[src/hdl/charger_pkg.sv]
// Shared constants and carrier types for the charger status pin logic
package charger_pkg;

  // Clock rate and fault pulse timing
  localparam int unsigned CLK_HZ = 250_000_000;
  localparam int unsigned FAULT_PULSE_NS = 256_000;
  localparam int unsigned FAULT_PULSE_CYC = FAULT_PULSE_NS / (1_000_000_000 / CLK_HZ);

  // Thermistor classification
  localparam int unsigned TS_WIDTH = 10;
  localparam int unsigned TS_THRESH_N = 4;

  // Limit select codes {hi, lo}
  localparam logic [1:0] SEL_500MA = 2'h0;
  localparam logic [1:0] SEL_PROGRAMMED = 2'h1;
  localparam logic [1:0] SEL_100MA = 2'h2;
  localparam logic [1:0] SEL_HIZ = 2'h3;

  // Input limit modes
  typedef enum logic [1:0] {
    LIM_500MA = 2'h0,
    LIM_PROGRAMMED = 2'h1,
    LIM_100MA = 2'h2,
    LIM_HIZ = 2'h3
  } limit_mode_t;

  // Regulation threshold source
  typedef enum logic [1:0] {
    REG_FIXED_4V36 = 2'h0,
    REG_PROGRAMMED = 2'h1,
    REG_NONE = 2'h2
  } reg_mode_t;

  // Decoded input configuration
  typedef struct packed {
    limit_mode_t limit;
    reg_mode_t regulation;
  } input_cfg_t;

  // Reset value of the applied configuration
  localparam input_cfg_t INPUT_CFG_RESET = '{limit: LIM_500MA, regulation: REG_FIXED_4V36};

  // Charge progress from the charge controller
  typedef struct packed {
    logic supply_present;
    logic supply_valid;
    logic charging;
    logic recharge;
    logic done;
  } charge_state_t;

endpackage

[src/hdl/charger_status_pins.sv]
// Charge enable, limit select and open-drain status pin logic of the charger
`timescale 1ns/1ps
`default_nettype none
module charger_status_pins
  import charger_pkg::*;
#(
  parameter bit HAS_DETECT = 1'b1,
  parameter int unsigned PULSE_CYC = FAULT_PULSE_CYC,
  parameter int unsigned TW = TS_WIDTH,
  parameter int unsigned TN = TS_THRESH_N
) (
  input wire logic clk,
  input wire logic resetn,
  input wire logic charge_enable_n,
  input wire logic limit_select_lo,
  input wire logic limit_select_hi,
  input wire logic detect_done,
  input wire charge_state_t charge_in,
  input wire logic fault,
  input wire logic status_enable,
  input wire logic [TW-1:0] thermistor_sense,
  input wire logic [TN*TW-1:0] thermistor_thresholds,
  output logic charger_run_q,
  output input_cfg_t input_cfg_q,
  output logic [TN-1:0] temp_zone_q,
  output logic charging_indicator_n_out_q,
  output logic charging_indicator_n_oe_q,
  output logic supply_good_n_out_q,
  output logic supply_good_n_oe_q,
  output logic status_n_out_q,
  output logic status_n_oe_q,
  output logic alert_n_out_q,
  output logic alert_n_oe_q
);
  initial begin
    if (PULSE_CYC < 1) $error("fault pulse must last at least one cycle");
  end

  logic enabled;
  logic [1:0] sel_now;
  logic [1:0] sel_seen_q;
  logic sel_armed_q;
  logic sel_primed_q;
  logic sel_change;
  logic fault_q;
  logic fault_rise;
  logic pulse_active;
  logic initial_cycle_q;
  logic ind_pull;
  logic good_pull;
  logic stat_pull;
  input_cfg_t cfg_d;

  assign enabled = !charge_enable_n;
  assign sel_now = {limit_select_hi, limit_select_lo};

  // Charger run command; high enable input forces standby
  always_ff @(posedge clk or negedge resetn) begin
    if (!resetn) begin
      charger_run_q <= 1'b0;
    end else begin
      charger_run_q <= enabled && charge_in.supply_valid;
    end
  end

  always_comb begin
    unique case (sel_now)
      SEL_500MA: cfg_d = '{limit: LIM_500MA, regulation: REG_FIXED_4V36};
      SEL_PROGRAMMED: cfg_d = '{limit: LIM_PROGRAMMED, regulation: REG_PROGRAMMED};
      SEL_100MA: cfg_d = '{limit: LIM_100MA, regulation: REG_FIXED_4V36};
      SEL_HIZ: cfg_d = '{limit: LIM_HIZ, regulation: REG_NONE};
    endcase
  end

  // change seen only after one post-reset sample; the strap is not a change
  assign sel_change = sel_primed_q && (sel_now != sel_seen_q);

  // arm after detection, on first later select change
  always_ff @(posedge clk or negedge resetn) begin
    if (!resetn) begin
      sel_seen_q <= SEL_500MA;
      sel_armed_q <= 1'b0;
      sel_primed_q <= 1'b0;
    end else begin
      sel_seen_q <= sel_now;
      sel_primed_q <= 1'b1;
      if (!HAS_DETECT) begin
        sel_armed_q <= 1'b1;
      end else if (detect_done && sel_change) begin
        sel_armed_q <= 1'b1;
      end
    end
  end

  // Applied input configuration; held at reset value until armed
  always_ff @(posedge clk or negedge resetn) begin
    if (!resetn) begin
      input_cfg_q <= INPUT_CFG_RESET;
    end else if (sel_armed_q || !HAS_DETECT ||
                 (detect_done && sel_change)) begin
      input_cfg_q <= cfg_d;
    end
  end

  // tracks whether current charging is an initial cycle
  always_ff @(posedge clk or negedge resetn) begin
    if (!resetn) begin
      initial_cycle_q <= 1'b0;
    end else if (!charge_in.charging || !enabled || !charge_in.supply_present) begin
      initial_cycle_q <= 1'b0;
    end else if (!charge_in.recharge) begin
      initial_cycle_q <= 1'b1;
    end
  end

  assign ind_pull = enabled && charge_in.supply_present && charge_in.charging &&
                    !charge_in.done && !charge_in.recharge;

  assign good_pull = charge_in.supply_present && charge_in.supply_valid &&
                     (!HAS_DETECT || detect_done);

  always_ff @(posedge clk or negedge resetn) begin
    if (!resetn) begin
      fault_q <= 1'b0;
    end else begin
      fault_q <= fault;
    end
  end
  assign fault_rise = fault && !fault_q;

  pulse_stretch #(
    .WIDTH_CYC(PULSE_CYC)
  ) u_pulse (
    .clk(clk),
    .resetn(resetn),
    .trigger(fault_rise),
    .active(pulse_active)
  );

  assign stat_pull = status_enable && (pulse_active ||
                     (enabled && charge_in.charging && !charge_in.done));

  thermistor_zone #(
    .W(TW),
    .N(TN)
  ) u_zone (
    .clk(clk),
    .resetn(resetn),
    .sense(thermistor_sense),
    .thresholds(thermistor_thresholds),
    .above_q(temp_zone_q)
  );

  // open-drain drivers; out fixed low, enable low means pulling
  always_ff @(posedge clk or negedge resetn) begin
    if (!resetn) begin
      charging_indicator_n_out_q <= 1'b0;
      charging_indicator_n_oe_q <= 1'b1;
      supply_good_n_out_q <= 1'b0;
      supply_good_n_oe_q <= 1'b1;
      status_n_out_q <= 1'b0;
      status_n_oe_q <= 1'b1;
      alert_n_out_q <= 1'b0;
      alert_n_oe_q <= 1'b1;
    end else begin
      charging_indicator_n_out_q <= 1'b0;
      charging_indicator_n_oe_q <= !(ind_pull && (initial_cycle_q || !charge_in.recharge));
      supply_good_n_out_q <= 1'b0;
      supply_good_n_oe_q <= !good_pull;
      status_n_out_q <= 1'b0;
      status_n_oe_q <= !stat_pull;
      alert_n_out_q <= 1'b0;
      alert_n_oe_q <= !stat_pull;
    end
  end
endmodule
`default_nettype wire

[src/hdl/pulse_stretch.sv]
// Fixed-width pulse generator fired by a one-cycle trigger
`timescale 1ns/1ps
`default_nettype none
module pulse_stretch
  import charger_pkg::*;
#(
  parameter int unsigned WIDTH_CYC = FAULT_PULSE_CYC
) (
  input wire logic clk,
  input wire logic resetn,
  input wire logic trigger,
  output logic active
);
  localparam int unsigned CW = $clog2(WIDTH_CYC + 1);

  initial begin
    if (WIDTH_CYC < 1) $error("pulse width must be at least one cycle");
  end

  logic [CW-1:0] count_q;

  // Reload on trigger, count down to zero; a new fault restarts the pulse
  always_ff @(posedge clk or negedge resetn) begin
    if (!resetn) begin
      count_q <= '0;
    end else if (trigger) begin
      count_q <= CW'(WIDTH_CYC);
    end else if (count_q != '0) begin
      count_q <= count_q - CW'(1);
    end
  end

  assign active = (count_q != '0);
endmodule
`default_nettype wire

[src/hdl/thermistor_zone.sv]
// Classifies the thermistor sense code against a set of thresholds
`timescale 1ns/1ps
`default_nettype none
module thermistor_zone
  import charger_pkg::*;
#(
  parameter int unsigned W = TS_WIDTH,
  parameter int unsigned N = TS_THRESH_N
) (
  input wire logic clk,
  input wire logic resetn,
  input wire logic [W-1:0] sense,
  input wire logic [N*W-1:0] thresholds,
  output logic [N-1:0] above_q
);
  initial begin
    if (N < 1 || W < 1) $error("thermistor classifier needs thresholds and width");
  end

  // One registered comparator per threshold
  genvar i;
  for (i = 0; i < N; i++) begin : g_cmp
    always_ff @(posedge clk or negedge resetn) begin
      if (!resetn) begin
        above_q[i] <= 1'b0;
      end else begin
        above_q[i] <= sense > thresholds[i*W +: W];
      end
    end
  end
endmodule
`default_nettype wire

[config.mk]
export PLATFORM = sky130hd
export DESIGN_NAME = charger_status_pins
export DESIGN_NICKNAME = d
export VERILOG_FILES = /design/src/hdl/charger_pkg.sv /design/src/hdl/charger_status_pins.sv /design/src/hdl/pulse_stretch.sv /design/src/hdl/thermistor_zone.sv
export SDC_FILE = /design/constraint.sdc
export NUM_CORES = 1
export LEC_CHECK = 0
export BUFFER_PORTS_ARGS = -buffer_cell sky130_fd_sc_hd__buf_4
export CORE_ASPECT_RATIO = 0.75
export CORE_MARGIN = 3
export CORE_UTILIZATION = 30
export DETAILED_ROUTE_END_ITERATION = 7
export REMOVE_ABC_BUFFERS = 1
export SLEW_MARGIN = 0
export SYNTH_ARGS = -nofsm -noshare
export SYNTH_HDL_FRONTEND = slang
export SYNTH_SLANG_ARGS = --single-unit
export TNS_END_PERCENT = 50
[constraint.sdc]
create_clock -name clk -period 3.1 [get_ports clk]
set_input_delay 0.62 -clock clk [delete_from_list [all_inputs] [get_ports clk]]
set_output_delay 0.62 -clock clk [all_outputs]
set_load 0.01 [all_outputs]
==> flow_metrics.env <==
export IMPL_drive_gt1_share_pct=27.02
export IMPL_cts_buffers=5
export IMPL_ant_nets=0
export IMPL_synthesis_area_um2=2481
export IMPL_combPwrFrac_pct=35.3
export IMPL_m1WireLength_mm=2.816
export IMPL_via_per_inst=4.748
export IMPL_gp_routability_congestion=0.7861
export IMPL_synth_enable_flop_cells=0
export IMPL_top_layer="met4"
export IMPL_drt_iter0_drc=59
export IMPL_die_w_um=111.0
export IMPL_wirelength_mm=5.962
export IMPL_clock_sinks=33
export IMPL_grt_max_degree=34
export IMPL_tightest_slew_ns=1.046
export IMPL_syn_inst=279
export IMPL_syn2layout_area_growth_pct=30.41
export IMPL_p_total_uw=1403
export IMPL_reg2reg_depth=4
export IMPL_hold_viol=0
export IMPL_hold_path_class="primary input to async pin"
export IMPL_die_area_um2=9409
export IMPL_hpwlAfterDp_mm=4.953
export IMPL_grt_first_pass_wirelength_mm=9.832
export IMPL_rsz0062_at_grt="false"
export IMPL_cap_violations=0
export IMPL_post_cts_resized=0
export IMPL_switchingPower_uw=496.7
export IMPL_reg2reg_from="u_pulse.count_q[11]"
export IMPL_async_reset_ff_share_pct=100.0
export IMPL_power_share_switching_pct=35.39
export IMPL_rows=28
export IMPL_clk_pin_slew_ns=0.07
export IMPL_port_buffer_count=75
export IMPL_p_int_uw=906.7
export IMPL_synthTopCellsByCount="46 x inv_1, 41 x ha_1, 30 x dfrtp_1, 22 x a21oi_1, 15 x nor2_1"
export IMPL_end_kind="register"
export IMPL_yosys_warnings=0
export IMPL_synth_seq_cells=33
export IMPL_crit_required_ns=3.23
export IMPL_dp_cells=456
export IMPL_diodes=0
export IMPL_clock_skew_ns=0.005942
export IMPL_critPathKind="register to register"
export IMPL_clockPowerShare_pct=23.2
export IMPL_cts_hold_buf=0
export IMPL_worstSetupStartpointType="register"
export IMPL_synth_top_flop_cell="dfrtp_1"
export IMPL_core_area_um2=7953
export IMPL_avgSynthCellArea_um2=8.893
export IMPL_final_util_pct=40.69
export IMPL_ir_drop_mv=0.1972
export IMPL_cts_setup_buffers=0
export IMPL_crit_fanout=9
export IMPL_die_h_um=84.76
export IMPL_io_pins=80
export IMPL_yosys_top_cells_area="dfrtp_1 30%, ha_1 21%, inv_1 7.0%"
export IMPL_nFillCells=787
export IMPL_p_per_area_nw_per_um2=433.7
export IMPL_antenna_found_initial=0
export IMPL_min_period_over_period_pct=63.89
export IMPL_ctsHtreeMaxLevel=2
export IMPL_final_net_count=462
export IMPL_p_leak_uw=0.001611
export IMPL_synth_top_area_share_pct=30.26
export IMPL_start_util_pct=31.20
export IMPL_ys_seq_area_share_pct=33.43
export IMPL_synth_top_area_cell="dfrtp_1"
export IMPL_insertion_delay_ns=0.29
export IMPL_startpoint="u_pulse.count_q[11]"
export IMPL_dr_pass1_iters=4
export IMPL_finalSetupTns_ns=0
export IMPL_setup_viol=0
export IMPL_grt_pass1_vias=2137
export IMPL_clk_path_buf_depth=2
export IMPL_post_synth_top_count_cell="inv_1"
export IMPL_vias=2203
export IMPL_fin_cells=464
export IMPL_ys_types=44
export IMPL_route_met2_wl_mm=2.667
export IMPL_fmax_mhz=504.9
export IMPL_dr_wl_met3_um=411
export IMPL_status="finished clean"
export IMPL_drcViolationCount=0
export IMPL_clock_root_buffer="clkbuf_8"
export IMPL_grt_use_total_pct=12.81
export IMPL_min_period_ns=1.980
export IMPL_grt_overflow_total=0
export IMPL_worstPathArrival_ns=2.11
export IMPL_seqPwrFrac_pct=41.5
export IMPL_max_slew_margin_pct=30.13
export IMPL_drv_slew=0
export IMPL_cts_tree="yes"
export IMPL_wl_per_cell_um=12.85
[worst max-delay path, cell delays in order (launching register included)]
cell and delay (ns):
dfrtp_1 0.42, or4_1 0.62, nor3_2 0.45, a311o_1 0.28, a21oi_2 0.05
[kinds of logic after synthesis]
logic type	after synthesis	synth area share, %
other	2	0.3027
XOR/XNOR	2	0.7061
flip-flops	33	33.43
adder cells (fa/ha/maj)	41	20.68
buffers and inverters	53	8.775
multiplexers	4	1.765
AO/OA/AOI/OAI	61	15.99
AND/OR/NAND/NOR	83	18.36
[registers in the layout, summed over array words and instances, names as in the netlist]
name	count
charger_run_q	1
charging_indicator_n_oe_q	1
fault_q	1
input_cfg_q	4
sel_armed_q	1
sel_primed_q	1
sel_seen_q	2
status_n_oe_q	1
supply_good_n_oe_q	1
u_pulse.count_q	16
u_zone.above_q	4
[cell usage in the layout (no fill, tap or decap), types with 2 or more instances in the layout]
cell type  count
a211oi_1       4
a21o_1         7
a21oi_1       22
a31oi_1        2
and3_1         3
buf_4         76
clkbuf_8       5
clkinv_2       2
conb_1         5
dfrtp_1       30
dfstp_2        3
ha_1          41
inv_1         46
mux2_2         3
nand2_1        9
nand2b_1       2
nand3_1       14
nand4_1       10
nor2_1        15
nor2b_1        4
nor3_1         9
nor3_2         2
nor4_1         2
o21ai_0       13
o41a_1         4
or3_1          5
xnor2_1        2
[final timing paths]
check	to	slack (ns)
max	u_pulse.count_q[7]	1.12
min	u_pulse.count_q[9]	0.26
max reg2reg	u_pulse.count_q[7]	1.12
min reg2reg	input_cfg_q[3]	0.52
max in group asynchronous	supply_good_n_oe_q	2.49
min in group clk	fault_q	0.45
[per-stage QoR]
step	worst slack (ns)	area [µm²]	hold WS, ns
3_5_place_dp	1.116	3149	0.4961
4_1_cts	1.131	3236	0.2731
6_report	1.120	3236	0.2628
2_1_floorplan	1.302	2447	0.3244
5_1_grt	0.9043	3236	0.2913
3_3_place_gp	1.156	3149	0.4950
[power by group through the flow]
stage	clock, µW	sequential, µW	combinational (µW)
3_3_place_gp	0	581	485
2_1_floorplan	0	574	316
3_5_place_dp	0	588	498
5_1_grt	356	594	561
6_report	325	583	495
4_1_cts	342	581	500
[per-layer routing]
metal / vias to the layer above / GRT usage (%)
met4: 0 / 2.983
met2: 56 / 20.21
met5: - / 0
met1: 995 / 16.82
li1: 1142 / -
met3: 10 / 4.755
[layout make-up]
| class | count | area (µm²) | area share [%] |
|---|---|---|---|
| Clock buffer | 5 | 68.82 | 2.127 |
| Timing Repair Buffer | 76 | 570.5 | 17.63 |
| Inverter | 46 | 172.7 | 5.336 |
| Multi-Input combinational cell | 196 | 1445 | 44.66 |
| Tap cell | 105 | 131.4 | 4.060 |
| Clock inverter | 3 | 17.52 | 0.5414 |
| Sequential cell | 33 | 829.5 | 25.64 |
(Power assumes the default switching activity.)
